$ cat src/verilog/sof_pkg.sv
package sof_pkg;
	// ==========================================
	// Register byte addresses (Wishbone, 32-bit words)
	localparam logic [7:0] ADDR_HS_CTRL = 8'h48; // index 0x12
	localparam logic [7:0] ADDR_VS_CTRL = 8'h50; // index 0x14
	localparam logic [7:0] ADDR_VS_DUR = 8'h54; // index 0x15
	localparam logic [7:0] ADDR_SLICER = 8'h74; // index 0x1D
	localparam logic [7:0] ADDR_HS_WIDTH = 8'h80;
	localparam logic [7:0] ADDR_STATUS = 8'h84;
	// ==========================================
	// Field positions
	localparam int HS_POL_LO = 4; // 0x12 bits 5:4
	localparam int HS_OUTPOL_BIT = 0;
	localparam int VS_DUR_OVR_BIT = 1; // 0x14 bit 1
	localparam int VS_OUTPOL_BIT = 0;
	localparam int VS_SEP_BIT = 2;
	localparam int VS_POL_LO = 4; // 0x14 bits 5:4
	// ==========================================
	// Reset values
	localparam logic [7:0] HS_CTRL_RST = 8'h00;
	localparam logic [7:0] VS_CTRL_RST = 8'h00;
	localparam logic [7:0] VS_DUR_RST = 8'h04;
	localparam logic [1:0] SLICER_RST = 2'h0;
	localparam logic [7:0] HS_WIDTH_RST = 8'h20;
	// Slicer source codes
	localparam logic [1:0] SLC_RAW_GREEN = 2'h0;
	localparam logic [1:0] SLC_RAW_HSYNC = 2'h1;
	localparam logic [1:0] SLC_REGEN = 2'h2;
	localparam logic [1:0] SLC_FILTERED = 2'h3;
	// Separator: sync low longer than this many clocks counts as vertical
	localparam logic [7:0] SEP_LONG_CYC = 8'h40;
	localparam int STRAP_WAIT = 4;
	typedef enum logic [1:0] {
		ST_STRAP,
		ST_RUN
	} sof_mode_t;
endpackage : sof_pkg

$ cat src/verilog/sof_sync_output_formatter.sv
`timescale 1ns/1ps
module sof_sync_output_formatter (
	input wire logic clk,
	input wire logic rst,
	input wire logic [31:0] wb_adr_i,
	input wire logic [31:0] wb_dat_i,
	input wire logic [3:0] wb_sel_i,
	input wire logic wb_we_i,
	input wire logic wb_cyc_i,
	input wire logic wb_stb_i,
	output logic [31:0] wb_dat_o,
	output logic wb_ack_o,
	input wire logic horiz_sync_input,
	input wire logic vert_sync_input,
	input wire logic green_sync_input,
	input wire logic filtered_hsync_input,
	input wire logic vs_pin_i,
	output logic vert_sync_out,
	output logic vert_sync_oe,
	output logic regen_hsync_out,
	output logic green_sync_slicer_out,
	output logic odd_even_field_out,
	output logic coast_out,
	output logic addr_lsb_strap
);
	typedef struct packed {
		logic [2:0] hs_s;
		logic [2:0] vs_s;
		logic [1:0] gs_s;
		logic [1:0] fh_s;
		logic [1:0] pin_s;
		logic [7:0] hs_ctrl;
		logic [7:0] vs_ctrl;
		logic [7:0] vs_dur;
		logic [1:0] slicer;
		logic [7:0] hs_width;
		sof_pkg::sof_mode_t mode;
		logic [2:0] strap_cnt;
		logic strap;
		logic [7:0] hs_cnt;
		logic hs_act;
		logic [7:0] vs_cnt;
		logic vs_act;
		logic [7:0] low_cnt;
		logic sep_vs;
		logic [15:0] line_cnt;
		logic field;
		logic vs_pol_auto;
		logic [31:0] dat;
		logic ack;
		logic vs_o;
		logic hs_o;
		logic sl_o;
		logic oe;
	} sof_state_t;
	sof_state_t s_reg, s_next;

	function automatic logic pol_sel(input logic [1:0] fld, input logic auto_v);
		// Bit 1 set: manual, bit 0 gives sense; else auto_v (detected for vsync, fixed 1 for hsync)
		pol_sel = fld[1] ? fld[0] : auto_v;
	endfunction : pol_sel

	logic hs_pol, vs_pol, hs_lead, vs_raw, vs_prev, vs_lead, vs_src, vs_src_p;
	logic wr, rd;

	always_comb begin
		s_next = s_reg;
		// Write lands on the edge that sees ack high, as a classic master expects
		wr = wb_cyc_i && wb_stb_i && wb_we_i && s_reg.ack && wb_sel_i[0];
		rd = wb_cyc_i && wb_stb_i && !s_reg.ack;
		// ==========================================
		// Input synchronisers, first stage read only by the second
		s_next.hs_s = {s_reg.hs_s[1:0], horiz_sync_input};
		s_next.vs_s = {s_reg.vs_s[1:0], vert_sync_input};
		s_next.gs_s = {s_reg.gs_s[0], green_sync_input};
		s_next.fh_s = {s_reg.fh_s[0], filtered_hsync_input};
		s_next.pin_s = {s_reg.pin_s[0], vs_pin_i};
		// ==========================================
		// Strap capture: pin not driven until it is read
		s_next.mode = s_reg.mode;
		case (s_reg.mode)
		sof_pkg::ST_STRAP: begin
			if (s_reg.strap_cnt == 3'(sof_pkg::STRAP_WAIT)) begin
				s_next.strap = s_reg.pin_s[1];
				s_next.mode = sof_pkg::ST_RUN;
			end else begin
				s_next.strap_cnt = s_reg.strap_cnt + 3'h1;
			end
		end
		sof_pkg::ST_RUN: s_next.mode = sof_pkg::ST_RUN;
		default: s_next.mode = sof_pkg::ST_STRAP;
		endcase
		// Driver held off during strap so the pull-up level is read
		s_next.oe = (s_next.mode == sof_pkg::ST_RUN);
		// ==========================================
		// Horizontal: leading edge per polarity
		hs_pol = pol_sel(s_reg.hs_ctrl[sof_pkg::HS_POL_LO +: 2], 1'b1);
		hs_lead = hs_pol ? (s_reg.hs_s[1] && !s_reg.hs_s[2])
			: (!s_reg.hs_s[1] && s_reg.hs_s[2]);
		if (hs_lead) begin
			s_next.hs_act = 1'b1;
			s_next.hs_cnt = s_reg.hs_width;
			s_next.line_cnt = s_reg.line_cnt + 16'h1;
		end else if (s_reg.hs_act) begin
			if (s_reg.hs_cnt <= 8'h01) begin
				s_next.hs_act = 1'b0;
			end
			s_next.hs_cnt = s_reg.hs_cnt - 8'h01;
		end
		s_next.hs_o = s_reg.hs_act ^ !s_reg.hs_ctrl[sof_pkg::HS_OUTPOL_BIT];
		// ==========================================
		// Vertical: auto polarity from idle level, sampled at hsync edges
		if (hs_lead) begin
			s_next.vs_pol_auto = !s_reg.vs_s[1];
		end
		vs_pol = pol_sel(s_reg.vs_ctrl[sof_pkg::VS_POL_LO +: 2],
			s_reg.vs_pol_auto);
		// Composite separator on raw green sync: long low marks vsync
		if (!s_reg.gs_s[1]) begin
			if (s_reg.low_cnt != 8'hFF) begin
				s_next.low_cnt = s_reg.low_cnt + 8'h01;
			end
			if (s_reg.low_cnt >= sof_pkg::SEP_LONG_CYC) begin
				s_next.sep_vs = 1'b1;
			end
		end else begin
			s_next.low_cnt = 8'h00;
			if (hs_lead) begin
				s_next.sep_vs = 1'b0;
			end
		end
		vs_raw = vs_pol ? s_reg.vs_s[1] : !s_reg.vs_s[1];
		vs_prev = vs_pol ? s_reg.vs_s[2] : !s_reg.vs_s[2];
		vs_src = s_reg.vs_ctrl[sof_pkg::VS_SEP_BIT] ? s_reg.sep_vs : vs_raw;
		vs_src_p = s_reg.vs_act;
		vs_lead = vs_raw && !vs_prev;
		// Field: line parity at each vsync leading edge
		if (vs_lead) begin
			s_next.field = s_reg.line_cnt[0];
			s_next.line_cnt = 16'h0;
		end
		// Duration override
		if (s_reg.vs_ctrl[sof_pkg::VS_DUR_OVR_BIT]) begin
			if (vs_src && !s_reg.vs_act && s_reg.vs_cnt == 8'h00) begin
				s_next.vs_act = 1'b1;
				s_next.vs_cnt = s_reg.vs_dur;
			end else if (s_reg.vs_act) begin
				if (s_reg.vs_cnt <= 8'h01) begin
					s_next.vs_act = 1'b0;
				end
				s_next.vs_cnt = s_reg.vs_cnt - 8'h01;
			end else if (!vs_src) begin
				s_next.vs_cnt = 8'h00;
			end
		end else begin
			s_next.vs_act = vs_src;
			s_next.vs_cnt = 8'h00;
		end
		s_next.vs_o = vs_src_p ^ !s_reg.vs_ctrl[sof_pkg::VS_OUTPOL_BIT];
		// ==========================================
		// Slicer mux only, no other shaping
		case (s_reg.slicer)
		sof_pkg::SLC_RAW_GREEN: s_next.sl_o = s_reg.gs_s[1];
		sof_pkg::SLC_RAW_HSYNC: s_next.sl_o = s_reg.hs_s[1];
		sof_pkg::SLC_REGEN: s_next.sl_o = s_reg.hs_act;
		sof_pkg::SLC_FILTERED: s_next.sl_o = s_reg.fh_s[1];
		default: s_next.sl_o = s_reg.gs_s[1];
		endcase
		// ==========================================
		// Wishbone slave, one registered ack per request, one cycle after the strobe
		s_next.ack = rd;
		if (wr) begin
			case (wb_adr_i[7:0])
			sof_pkg::ADDR_HS_CTRL: s_next.hs_ctrl = wb_dat_i[7:0];
			sof_pkg::ADDR_VS_CTRL: s_next.vs_ctrl = wb_dat_i[7:0];
			sof_pkg::ADDR_VS_DUR: s_next.vs_dur = wb_dat_i[7:0];
			sof_pkg::ADDR_SLICER: s_next.slicer = wb_dat_i[1:0];
			sof_pkg::ADDR_HS_WIDTH: s_next.hs_width = wb_dat_i[7:0];
			default: s_next.ack = rd;
			endcase
		end
		s_next.dat = 32'h0;
		if (rd && !wb_we_i && wb_adr_i[31:8] == 24'h0) begin
			case (wb_adr_i[7:0])
			sof_pkg::ADDR_HS_CTRL: s_next.dat = {24'h0, s_reg.hs_ctrl};
			sof_pkg::ADDR_VS_CTRL: s_next.dat = {24'h0, s_reg.vs_ctrl};
			sof_pkg::ADDR_VS_DUR: s_next.dat = {24'h0, s_reg.vs_dur};
			sof_pkg::ADDR_SLICER: s_next.dat = {30'h0, s_reg.slicer};
			sof_pkg::ADDR_HS_WIDTH: s_next.dat = {24'h0, s_reg.hs_width};
			sof_pkg::ADDR_STATUS: s_next.dat = {28'h0, vs_pol, hs_pol,
				s_reg.field, s_reg.strap};
			default: s_next.dat = 32'h0;
			endcase
		end
	end

	always_ff @(posedge clk) begin
		if (rst) begin
			s_reg <= '0;
			s_reg.hs_ctrl <= sof_pkg::HS_CTRL_RST;
			s_reg.vs_ctrl <= sof_pkg::VS_CTRL_RST;
			s_reg.vs_dur <= sof_pkg::VS_DUR_RST;
			s_reg.slicer <= sof_pkg::SLICER_RST;
			s_reg.hs_width <= sof_pkg::HS_WIDTH_RST;
			s_reg.mode <= sof_pkg::ST_STRAP;
		end else begin
			s_reg <= s_next;
		end
	end

	assign wb_dat_o = s_reg.dat;
	assign wb_ack_o = s_reg.ack;
	assign vert_sync_out = s_reg.vs_o;
	assign vert_sync_oe = s_reg.oe;
	assign regen_hsync_out = s_reg.hs_o;
	assign green_sync_slicer_out = s_reg.sl_o;
	assign odd_even_field_out = s_reg.field;
	assign coast_out = s_reg.vs_act;
	assign addr_lsb_strap = s_reg.strap;
endmodule : sof_sync_output_formatter
$ cat config.mk
export PLATFORM = sky130hd
export DESIGN_NAME = sof_sync_output_formatter
export DESIGN_NICKNAME = d
export VERILOG_FILES = /design/src/verilog/sof_pkg.sv /design/src/verilog/sof_sync_output_formatter.sv
export SDC_FILE = /design/constraint.sdc
export NUM_CORES = 1
export LEC_CHECK = 0
export BUFFER_PORTS_ARGS = -buffer_cell sky130_fd_sc_hd__buf_2
export CAP_MARGIN = 25
export CELL_PAD_IN_SITES_DETAIL_PLACEMENT = 0
export CELL_PAD_IN_SITES_GLOBAL_PLACEMENT = 1
export CORE_MARGIN = 3
export CORE_UTILIZATION = 39
export CTS_CLUSTER_DIAMETER = 30
export DETAILED_ROUTE_END_ITERATION = 10
export GPL_ROUTABILITY_DRIVEN = 0
export PLACE_DENSITY = 0.76
export SLEW_MARGIN = 20
export SYNTH_ARGS = -nofsm -noshare
export SYNTH_HDL_FRONTEND = slang
export SYNTH_SLANG_ARGS = --single-unit
$ cat constraint.sdc
create_clock -name clk -period 2.65 [get_ports clk]
set_input_delay 0.53 -clock clk [delete_from_list [all_inputs] [get_ports clk]]
set_output_delay 0.53 -clock clk [all_outputs]
set_load 0.01 [all_outputs]
# --- Yosys cells after proc, flatten, opt, wreduce, memory -nomap -nowiden ---
# Index checks and enable logic that the tools add are counted.
word_totals:
  elab_cells: 118
  in_bits: 78
  output_inout_bits: 40
  regBits: 134
op_classes:
  n_addsub: 5
  n_reduce_logical: 40
  eq_ne: 15
  bitwise: 5
  mux: 22
  magnitude_cmp: 3
op_table:
  columns: ["cell", "count"]
  rows:
  - ["8-bit case mux with 6 select lines", 1]
  - ["8-bit by 7-bit == test with 1-bit output (second input constant)", 4]
  - ["9-bit 2-to-1 mux", 3]
  - ["24-bit zero test", 1]
  - ["16-bit by 1-bit adder with 16-bit output (second input constant)", 1]
  - ["8-bit == test (second input constant)", 2]
  - ["8-bit by 1-bit less-or-equal comparator with 1-bit output (second input constant)", 2]
  - ["8-bit 2-to-1 mux", 2]
  - ["2-bit AND reduction", 8]
  - ["8-bit by 1-bit subtractor with 8-bit output (second input constant)", 2]
  - ["1-bit 2-to-1 mux", 13]
  - ["1-bit logical AND", 12]
  - ["1-bit zero test", 10]
  - ["8-bit by 1-bit adder with 8-bit output (second input constant)", 1]
  - ["8-bit by 7-bit >= comparator with 1-bit output (second input constant)", 1]
  - ["8-bit zero test", 1]
  - ["8-bit inequality test (second input constant)", 1]
  - ["2-bit OR reduction", 4]
  - ["2-bit by 1-bit == test with 1-bit output (second input constant)", 3]
  - ["2-bit == test (second input constant)", 2]
  - ["2-bit zero test", 2]
  - ["1-bit case mux with 4 select lines", 1]
  - ["2-bit case mux with 2 select lines", 1]
  - ["2-bit nonzero test", 2]
  - ["other kinds (7)", 10]

# --- Longest topological paths before layout ---
# Gate-level depths: netlist of the first run.
logic_depth:
  ltp_word: 7
  ltp_mapped: 7
  ltp_nobuf: 7

# --- Worst setup path after synthesis of the first run ---
# Ideal clock, no wire load.
synth_timing:
  path_kind: "input to register"
  from: "input port wb_adr_i[3]"
  to: "register s_reg[93] (netlist bit)"
  setup_slack_ns: 0.545
  t_required_ns: 2.530
  arrival_time_ns: 1.985
  stages: 6
  path_buffers: 1
  setup_ns: 0.120
  cell_sequence: "or4_4 nor4_4 and2_1 buf_6 nor2b_2 a211o_1"
synth_via:
  elab_chain_len: 2
synth_rtl:
  columns: ["element", "line", "source"]
  rows:
  - ["from (decl)", "sof_sync_output_formatter.sv:5", "input wire logic [31:0] wb_adr_i,"]
  - ["8-bit == test", "sof_sync_output_formatter.sv:173", "case (wb_adr_i[7:0])"]
  - ["2-bit AND reduction (no line)", null, null]
  - ["to (signal assigned)", "sof_sync_output_formatter.sv:207", "s_reg <= s_next;"]
  - ["to (decl)", "sof_sync_output_formatter.sv:56", "sof_state_t s_reg, s_next;"]
# Every way passes these cells.
# A chain may end at the register's enable or synchronous reset.

# --- Worst setup path after layout of the first run ---
layout_timing:
  from: "input port wb_adr_i[3]"
  to: "register s_reg[109] (netlist bit)"
layout_via:
  elab_chain_len: 2
layout_rtl:
  columns: ["element", "line"]
  rows:
  - ["8-bit by 7-bit == test with 1-bit output", "sof_sync_output_formatter.sv:173"]
  - ["2-bit AND reduction (no line)", null]
# Every way passes these cells.

==> results of run 1 <==
## cells in the final DEF, fill, tap and decap left out, types with 4 or more instances in the layout
cell	synthesis	layout
dfxtp_1	95	95
buf_2	2	66
nor2_1	48	48
nand2_1	44	44
a21oi_1	34	34
nand3_1	26	26
conb_1	1	25
mux2i_1	18	18
nor3_1	16	16
nor2b_1	15	15
buf_4	33	13
a211oi_1	12	12
clkbuf_8	0	12
xnor2_1	9	9
inv_1	8	8
o21ai_0	8	8
a31oi_1	8	8
ha_1	8	8
nor4_1	7	7
xor2_1	6	6
a221oi_1	6	6
o211ai_1	5	5
nand2b_1	4	4
nand3b_1	4	4
and3_1	4	4
nand4_1	4	4
a22oi_1	4	4
## synth_stat cells (4+ instances only)
master    instances
dfxtp_1          95
nor2_1           48
nand2_1          44
a21oi_1          34
buf_4            33
nand3_1          26
mux2i_1          18
nor3_1           16
nor2b_1          15
clkbuf_1         14
a211oi_1         12
xnor2_1           9
a31oi_1           8
ha_1              8
inv_1             8
o21ai_0           8
nor4_1            7
a221oi_1          6
xor2_1            6
o211ai_1          5
a22oi_1           4
and3_1            4
nand2b_1          4
nand3b_1          4
nand4_1           4
## metal layers
metal  vias to the layer above  wire (um)
met2                       112       4500
met4                         0         67
li1                       1793          -
met3                         6        736
met5                         -          0
met1                      1655       4610
## where the power goes
part	internal, W	switching, W	total (W)
registers	0.00146	0.0000283	0.00149
logic	0.0000936	0.000130	0.000223
clock network	0.000424	0.000498	0.000922
## stage by stage
stage,util (%),cells,power [W]
after floorplan,-,510,0.00168
after global placement,44.4,672,0.00174
after detailed placement,44.4,672,0.00175
after CTS,46.2,688,0.00268
after global routing,46.2,688,0.00277
final,46.2,688,0.00263
## worst max-delay path, stage by stage
cell,delay [ns]
buf_2,0.13
or4_4,0.58
nor3_2,0.42
nand2_1,0.34
nand2_1,0.16
a21oi_1,0.07
## final cells by class
cell class | instances | share of cell area, %
clock buffer | 13 | 3.48
sequential | 95 | 39.2
timing repair buffer | 79 | 8.81
multi-input combinational | 354 | 43.9
tap | 136 | 3.50
clock inverter | 3 | 0.541
inverter | 8 | 0.618
## kinds of logic (layout without fill, tap and decap cells)
group | after synthesis | count (layout) | synth area share (%)
adder cells (fa/ha/maj) | 8 | 8 | 2.32
AND/OR/NAND/NOR | 193 | 193 | 22.8
other | 1 | 25 | 0.0871
multiplexers | 22 | 22 | 5.49
AO/OA/AOI/OAI | 91 | 91 | 13.7
XOR/XNOR | 15 | 15 | 3.05
buffers and inverters | 61 | 103 | 8.43
flip-flops | 95 | 95 | 44.2
## how the worst max path moves through the flow
| stage | startpoint | end | slack, ns | depth (start not counted) |
|---|---|---|---|---|
| 2_1_floorplan | wb_adr_i[3] | s_reg[93] | 0.54 | 6 |
| 3_3_place_gp | wb_adr_i[3] | s_reg[106] | 0.30 | 6 |
| 3_5_place_dp | wb_adr_i[3] | s_reg[109] | 0.27 | 6 |
| 4_1_cts | s_reg[67] | s_reg[67] | 0.66 | 5 |
| 5_1_grt | s_reg[67] | s_reg[68] | 0.35 | 5 |
| 6_report | wb_adr_i[3] | s_reg[109] | 0.62 | 6 |
==> impl_metrics.py, run 1 <==
metrics = {
    "outcome": {
        "status": "finished, final reports clean",
    },
    "yosys": {
        "synth_area_leaders": "dfxtp_1 (44%), buf_4 (5.8%), mux2i_1 (4.2%), nor2_1 (4.2%), a21oi_1 (4.0%)",
        "ys_ff_latch": 95,
        "synth_area_per_cell_sq_um": 8.86,
        "yosysWarnings": 0,
        "ys_types": 54,
        "async_flop_share_pct": 0,
        "synth_top_area_cell": "dfxtp_1",
        "syn_area_sq_mm": 0.00431,
        "seq_area_frac_synth_pct": 44.2,
        "ys.flop_type": "dfxtp_1",
        "yosysTopAreaCellShare_pct": 44.2,
        "syn_inst": 486,
        "synth_edf_count": 0,
    },
    "critical_path": {
        "worstSetupPathType": "in -> reg",
        "required_ns": 2.86,
        "start_kind": "input pin",
        "reg2reg_depth": 5,
        "worstSetupEndpointType": "flop",
        "r2r-start": "s_reg[67]",
        "r2r_end": "s_reg[67]",
        "cp_data_arrival_time_ns": 2.24,
        "critPathMaxFanout": 8,
        "reg2reg_slack_ns": 0.64,
    },
    "clocking": {
        "cts.sinks": 95,
        "worstSkewPairLatency_ns": 0.36,
        "post_cts_buffers": 0,
        "cts_made_buffers": 9,
        "clock-root-buffer": "clkbuf_8",
        "cts_resized": 0,
        "htreeDepth": 3,
        "cts.path.max_buffers": 2,
        "cts_tree": "done",
        "clk_pin_slew_ns": 0.09,
        "hold_buffers": 0,
    },
    "grt": {
        "grt.met3_usage_pct": 4.26,
        "grt_overflow": 0,
        "grt_max_degree": 75,
        "gr-usage-met1_pct": 22.1,
        "grt_pass1_wl_um": 16600,
        "met2_usage_pct": 25.6,
        "antenna_found_initial": 0,
        "busiest_layer": "met2",
        "grt_pass1_vias": 3433,
        "grtUsageTotal_pct": 16.3,
    },
    "cells_and_area": {
        "diodes": 0,
        "regArea_sq_mm": 0.00190,
        "multi_input_area_sq_mm": 0.00213,
        "largest_reg_flops": 72,
        "drive_gt1_share_pct": 19.0,
        "fillerInstances": 1058,
        "synthToLayoutAreaGrowth_pct": 12.8,
        "fin_nets": 633,
        "stdcell_area_sq_mm": 0.00486,
    },
    "drt": {
        "drc_errors": 0,
        "vias_per_cell": 5.18,
        "drtAntennaViolNets": 0,
        "first_pass_iters": 4,
        "route.vias.total": 3566,
        "drt-initial-drc-count": 173,
        "drt-total-wl_um": 9910,
        "routedWlPerCell_um": 14.4,
    },
    "timing": {
        "slew_headroom_pct": 49.6,
        "maxSlewViolCount": 0,
        "skew_ns": 0.0156,
        "rsz0062_at_grt": "false",
        "finalHoldViolations": 0,
        "period_needed_ns": 2.03,
        "finalSetupViolCount": 0,
        "post-route-period-util_pct": 76.6,
        "finalWorstSetupSlack_ns": 0.620,
        "holdWs_ns": 0.377,
        "fmax_ghz": 0.493,
        "worst_slew_pin_slew_ns": 0.756,
        "fin_setup_tns_ns": 0,
    },
    "worst_hold_path": {
        "min_path_type": "in -> reg",
        "hold_depth": 2,
        "whs_endpoint": "s_next[129]",
        "hold_start": "vert_sync_input",
    },
    "job": {
        "cap_violations": 0,
    },
    "die": {
        "dieArea_sq_mm": 0.0123,
        "core_sq_mm": 0.0105,
        "die_w_um": 111,
        "die_h_um": 111,
        "start_util_pct": 41.0,
        "row_count": 37,
        "io-pin-count": 118,
    },
    "power": {
        "leakagePower_nw": 1.91,
        "p_per_area_mw_per_mm2": 542,
        "vdd_drop_max_uv": 218,
    },
    "placed_design": {
        "port_buffers": 66,
        "post-place-ws_ns": 0.269,
        "dpl-instance-area_sq_mm": 0.00466,
        "hpwl_um": 7360,
    },
}
(Power assumes the default switching activity.)
==> run 2: changes to the inputs <==
- CORE_UTILIZATION: 39 -> 35
- PLACE_DENSITY: 0.76 -> 0.72
- clock period: 2.65 -> 1.8 ns (I/O delays scaled with it)
==> run 2 against run 1 <==
  * Clock skew down 0.0099 ns
  * Largest power group unchanged
  * Wire length decreased by 2.1%
  * Flip-flop and latch count is the same
  * Global-route usage decreased by 1.9 points
  * Sequential power up 47%
==> impl_metrics.py, run 2 (synthesized netlist as in run 1, its figures left out) <==
metrics = {
    "outcome": {
        "status": "finished, final reports clean",
    },
    "critical_path": {
        "slowest_stage": "or4_4",
        "start_kind": "input pin",
        "path_cells": "buf_2, or4_4, nor4_4, and2_1, buf_12, nor2b_2, a211o_1",
        "cp_data_arrival_time_ns": 1.96,
        "slowest_delay_ns": 0.57,
        "reg2reg_slack_ns": 0.15,
        "required_ns": 2.03,
        "worstSetupPathType": "in -> reg",
        "critPathMaxFanout": 9,
        "worstSetupEndpointType": "flop",
        "r2r-start": "s_reg[65]",
        "r2r_end": "s_reg[71]",
        "reg2reg_depth": 7,
    },
    "placed_design": {
        "hpwl_um": 7330,
        "port_buffers": 66,
        "post-place-ws_ns": -0.284,
    },
    "timing": {
        "maxSlewViolCount": 0,
        "slew_headroom_pct": 65.4,
        "rsz0062_at_grt": "false",
        "period_needed_ns": 1.73,
        "finalHoldViolations": 0,
        "finalSetupViolCount": 0,
        "post-route-period-util_pct": 96.2,
        "skew_ns": 0.00568,
        "finalWorstSetupSlack_ns": 0.0684,
        "fmax_ghz": 0.578,
        "worst_slew_pin_slew_ns": 0.516,
        "holdWs_ns": 0.233,
    },
    "worst_hold_path": {
        "whs_endpoint": "s_next[132]",
        "hold_start": "horiz_sync_input",
        "min_path_type": "in -> reg",
        "hold_depth": 2,
    },
    "power": {
        "p_switching_w": 0.00106,
        "p_clk_share_pct": 41.7,
        "p_int_w": 0.00329,
        "p_per_area_mw_per_mm2": 842,
        "seqPwrFrac_pct": 50.3,
        "swShare_pct": 24.4,
        "leakagePower_nw": 2.06,
        "comb_power_share_pct": 8.0,
        "vdd_drop_max_uv": 416,
    },
    "die": {
        "start_util_pct": 36.8,
        "die_w_um": 117,
        "io-pin-count": 118,
        "die_h_um": 117,
        "dieArea_sq_mm": 0.0137,
        "row_count": 39,
        "core_sq_mm": 0.0117,
    },
    "cells_and_area": {
        "final_cell_mix": "dfxtp_1 (95), buf_2 (66), nor2_1 (47), nand2_1 (44), a21oi_1 (34)",
        "fin_util_pct": 44.0,
        "fillerInstances": 1140,
        "multi_input_area_sq_mm": 0.00215,
        "synthToLayoutAreaGrowth_pct": 19.8,
        "largest_reg_flops": 72,
        "regArea_sq_mm": 0.00190,
        "drive_gt1_share_pct": 22.1,
        "diodes": 0,
        "fin_nets": 650,
        "final_common_cell": "dfxtp_1",
    },
    "clocking": {
        "post_cts_buffers": 0,
        "clock-root-buffer": "clkbuf_16",
        "cts_made_buffers": 9,
        "cts_resized": 0,
        "hold_buffers": 0,
        "clk_pin_slew_ns": 0.07,
        "cts_tree": "done",
        "worstSkewPairLatency_ns": 0.34,
        "cts.sinks": 95,
        "htreeDepth": 3,
        "cts.path.max_buffers": 2,
    },
    "drt": {
        "drt-total-wl_um": 9710,
        "route.vias.total": 3580,
        "drtAntennaViolNets": 0,
        "drt-initial-drc-count": 170,
        "drc_errors": 0,
        "routedWlPerCell_um": 13.6,
        "vias_per_cell": 5.03,
        "first_pass_iters": 4,
    },
    "grt": {
        "grt_max_degree": 76,
        "grt_overflow": 0,
        "grtUsageTotal_pct": 14.4,
        "grt_pass1_vias": 3249,
        "grt_pass1_wl_um": 15600,
        "antenna_found_initial": 0,
    },
    "job": {
        "cap_violations": 0,
    },
}
## run 2: cell count changes in the layout (fill, tap and decap cells not counted), sizes merged
cell / change
inv: +2
buf: +17
clkinvlp: +1
clkbuf: -3
## run 2: worst max-delay path, delay by kind of cell
kind            cells  cell delay [ns]
buf+inv             2             0.24
simple gates        4             1.10
compound gates      1             0.25
## run 2: worst max path at each step
stage | start | end | cells past startpoint
global route | s_reg[67] | s_reg[70] | 6
finish | wb_adr_i[3] | s_reg[93] | 7
floorplan | wb_adr_i[3] | s_reg[93] | 6
global placement | wb_adr_i[3] | s_reg[93] | 7
CTS | wb_adr_i[3] | s_reg[93] | 7
detailed placement | wb_adr_i[3] | s_reg[93] | 7
## run 2: cell type report
class,instances,share of cell area (%)
multi-input cells,354,41.6
clock buffers,10,4.63
repair buffers,96,12.0
well taps,143,3.47
inverters,8,0.582
flip-flops and latches,95,36.9
clock inverters,6,0.849
## run 2: layer usage
layer / part of all wire, % / track usage (%) / up-vias
met5: 0 / 0 / -
met4: 1.2 / 4.51 / 0
met3: 7.0 / 3.03 / 17
met2: 43 / 22.3 / 121
met1: 48 / 20.2 / 1616
li1: - / - / 1826
## run 2: power groups by stage
stage	Combinational, W	Clock [W]	Sequential [W]
detailed placement	0.000347	0	0.00223
global route	0.000389	0.00194	0.00219
global placement	0.000342	0	0.00223
finish	0.000348	0.00181	0.00219
CTS	0.000349	0.00185	0.00219
floorplan	0.000245	0	0.00223
## run 2: per-stage QoR
step                      TNS, ns  power [W]  cells  instance area [sq um]
after floorplan             -1.05    0.00247    510                   4400
after global placement      -3.70    0.00257    696                   4870
after detailed placement    -4.33    0.00258    696                   4870
after CTS                       0    0.00439    712                   5150
after global routing            0    0.00452    712                   5160
final                           0    0.00435    712                   5160
==> run 3: changes to the inputs <==
- CTS_BUF_LIST: unset -> sky130_fd_sc_hd__clkbuf_16
==> run 3 against run 2 <==
  * Worst setup slack gained 0.0011 ns
  * Clock power shrank 3%
  * Clock-buffer cell count shrank 1
  * Largest power group unchanged
  * Hold slack gained 0.0012 ns
  * Global-route usage grew 0.055 points
  * Critical path type unchanged
  * Via count shrank 0.67%
  * Combinational power is essentially flat
  * Non-clock buffer count is the same
==> impl_metrics.py, run 3 (synthesized netlist as in run 1, its figures left out) <==
metrics = {
    "outcome": {
        "status": "finished, final reports clean",
    },
    "clocking": {
        "worstSkewPairLatency_ns": 0.34,
        "clk_pin_slew_ns": 0.07,
        "clock-root-buffer": "clkbuf_16",
        "cts_tree": "done",
        "cts_made_buffers": 9,
        "cts.sinks": 95,
        "htreeDepth": 3,
        "cts.path.max_buffers": 2,
    },
    "die": {
        "start_util_pct": 36.8,
        "die_w_um": 117,
        "row_count": 39,
        "dieArea_sq_mm": 0.0137,
        "die_h_um": 117,
        "io-pin-count": 118,
        "core_sq_mm": 0.0117,
    },
    "drt": {
        "drt-total-wl_um": 9680,
        "drt-initial-drc-count": 163,
        "vias_per_cell": 4.99,
        "first_pass_iters": 5,
        "drtAntennaViolNets": 0,
        "route.vias.total": 3556,
        "routedWlPerCell_um": 13.6,
        "drc_errors": 0,
    },
    "grt": {
        "grt_overflow": 0,
        "grt_max_degree": 76,
        "grt_pass1_vias": 3242,
        "grt_pass1_wl_um": 15600,
        "antenna_found_initial": 0,
        "grtUsageTotal_pct": 14.5,
    },
    "power": {
        "leakagePower_nw": 2.05,
        "vdd_drop_max_uv": 450,
        "p_per_area_mw_per_mm2": 834,
    },
    "timing": {
        "finalHoldViolations": 0,
        "period_needed_ns": 1.73,
        "holdWs_ns": 0.234,
        "skew_ns": 0.00690,
        "maxSlewViolCount": 0,
        "slew_headroom_pct": 65.5,
        "worst_slew_pin_slew_ns": 0.514,
        "fmax_ghz": 0.578,
        "rsz0062_at_grt": "false",
        "post-route-period-util_pct": 96.1,
        "finalSetupViolCount": 0,
    },
    "critical_path": {
        "critPathMaxFanout": 9,
        "path_cells": "buf_2, or4_4, nor4_4, and2_1, buf_12, nor2b_2, a211o_1",
        "r2r-start": "s_reg[65]",
        "worstSetupEndpointType": "flop",
        "start_kind": "input pin",
        "reg2reg_depth": 7,
        "worstSetupPathType": "in -> reg",
        "reg2reg_slack_ns": 0.14,
        "slowest_delay_ns": 0.57,
        "critPathBufInv": 2,
        "r2r_end": "s_reg[71]",
        "crit_family": "simple AND/OR/NAND/NOR gates",
        "required_ns": 2.03,
        "slowest_stage": "or4_4",
        "cp_data_arrival_time_ns": 1.96,
    },
    "cells_and_area": {
        "fin_nets": 650,
        "stdcell_area_sq_mm": 0.00515,
        "final_cells": 712,
        "fin_util_pct": 44.0,
        "final_cell_mix": "dfxtp_1 (95), buf_2 (66), nor2_1 (47), nand2_1 (44), a21oi_1 (34)",
        "fillerInstances": 1145,
        "diodes": 0,
        "drive_gt1_share_pct": 22.0,
        "largest_reg_flops": 72,
        "synthToLayoutAreaGrowth_pct": 19.6,
        "final_common_cell": "dfxtp_1",
    },
    "placed_design": {
        "port_buffers": 66,
        "dp.cells": 696,
        "hpwl_um": 7330,
        "dpl-instance-area_sq_mm": 0.00487,
    },
    "job": {
        "cap_violations": 0,
    },
    "worst_hold_path": {
        "hold_depth": 2,
        "min_path_type": "in -> reg",
        "hold_start": "horiz_sync_input",
        "whs_endpoint": "s_next[132]",
    },
}
-- run 3: how the worst max path moves through the flow --
stage	from	end	cells past startpoint
detailed placement	wb_adr_i[3]	s_reg[93]	7
finish	wb_adr_i[3]	s_reg[93]	7
global route	s_reg[67]	s_reg[70]	6
global placement	wb_adr_i[3]	s_reg[93]	7
floorplan	wb_adr_i[3]	s_reg[93]	6
CTS	wb_adr_i[3]	s_reg[93]	7
-- run 3: area by class of cell --
type	instances	area (sq um)	area share, %
multi-input cells	354	2150	41.7
flip-flops and latches	95	1900	36.9
repair buffers	96	618	12.0
clock buffers	9	225	4.37
well taps	143	179	3.48
clock inverters	7	47.5	0.923
inverters	8	30.0	0.583
-- run 3: routing by layer --
layer	vias to the layer above	part of all wire [%]	track usage (%)
li1	1829	-	-
met1	1606	49	20.3
met2	108	43	22.1
met3	13	6.3	3.19
met4	0	1.2	4.74
met5	-	0	0
-- run 3: through the flow --
| stage | total power [W] | setup TNS, ns | setup slack (ns) |
|---|---|---|---|
| floorplan | 0.00247 | -1.05 | -0.135 |
| global placement | 0.00257 | -3.70 | -0.251 |
| detailed placement | 0.00258 | -4.33 | -0.284 |
| CTS | 0.00435 | 0 | 0.0790 |
| global route | 0.00448 | 0 | 0.00484 |
| finish | 0.00429 | 0 | 0.0695 |
-- run 3: report_power, final --
group / leakage, nW / total, W / internal [W] / switching (W)
Combinational: 1.15 / 0.000348 / 0.000153 / 0.000195
Sequential: 0.771 / 0.00219 / 0.00215 / 0.0000356
Clock: 0.134 / 0.00176 / 0.000939 / 0.000821
Total: 2.05 / 0.00429 / 0.00324 / 0.00105
-- run 3: timing repair --
item | CTS | global route
setup endpoints to repair | 0 | 7
gates resized for setup | 0 | 2
hold buffers | 0 | 0
setup buffers | 0 | 0
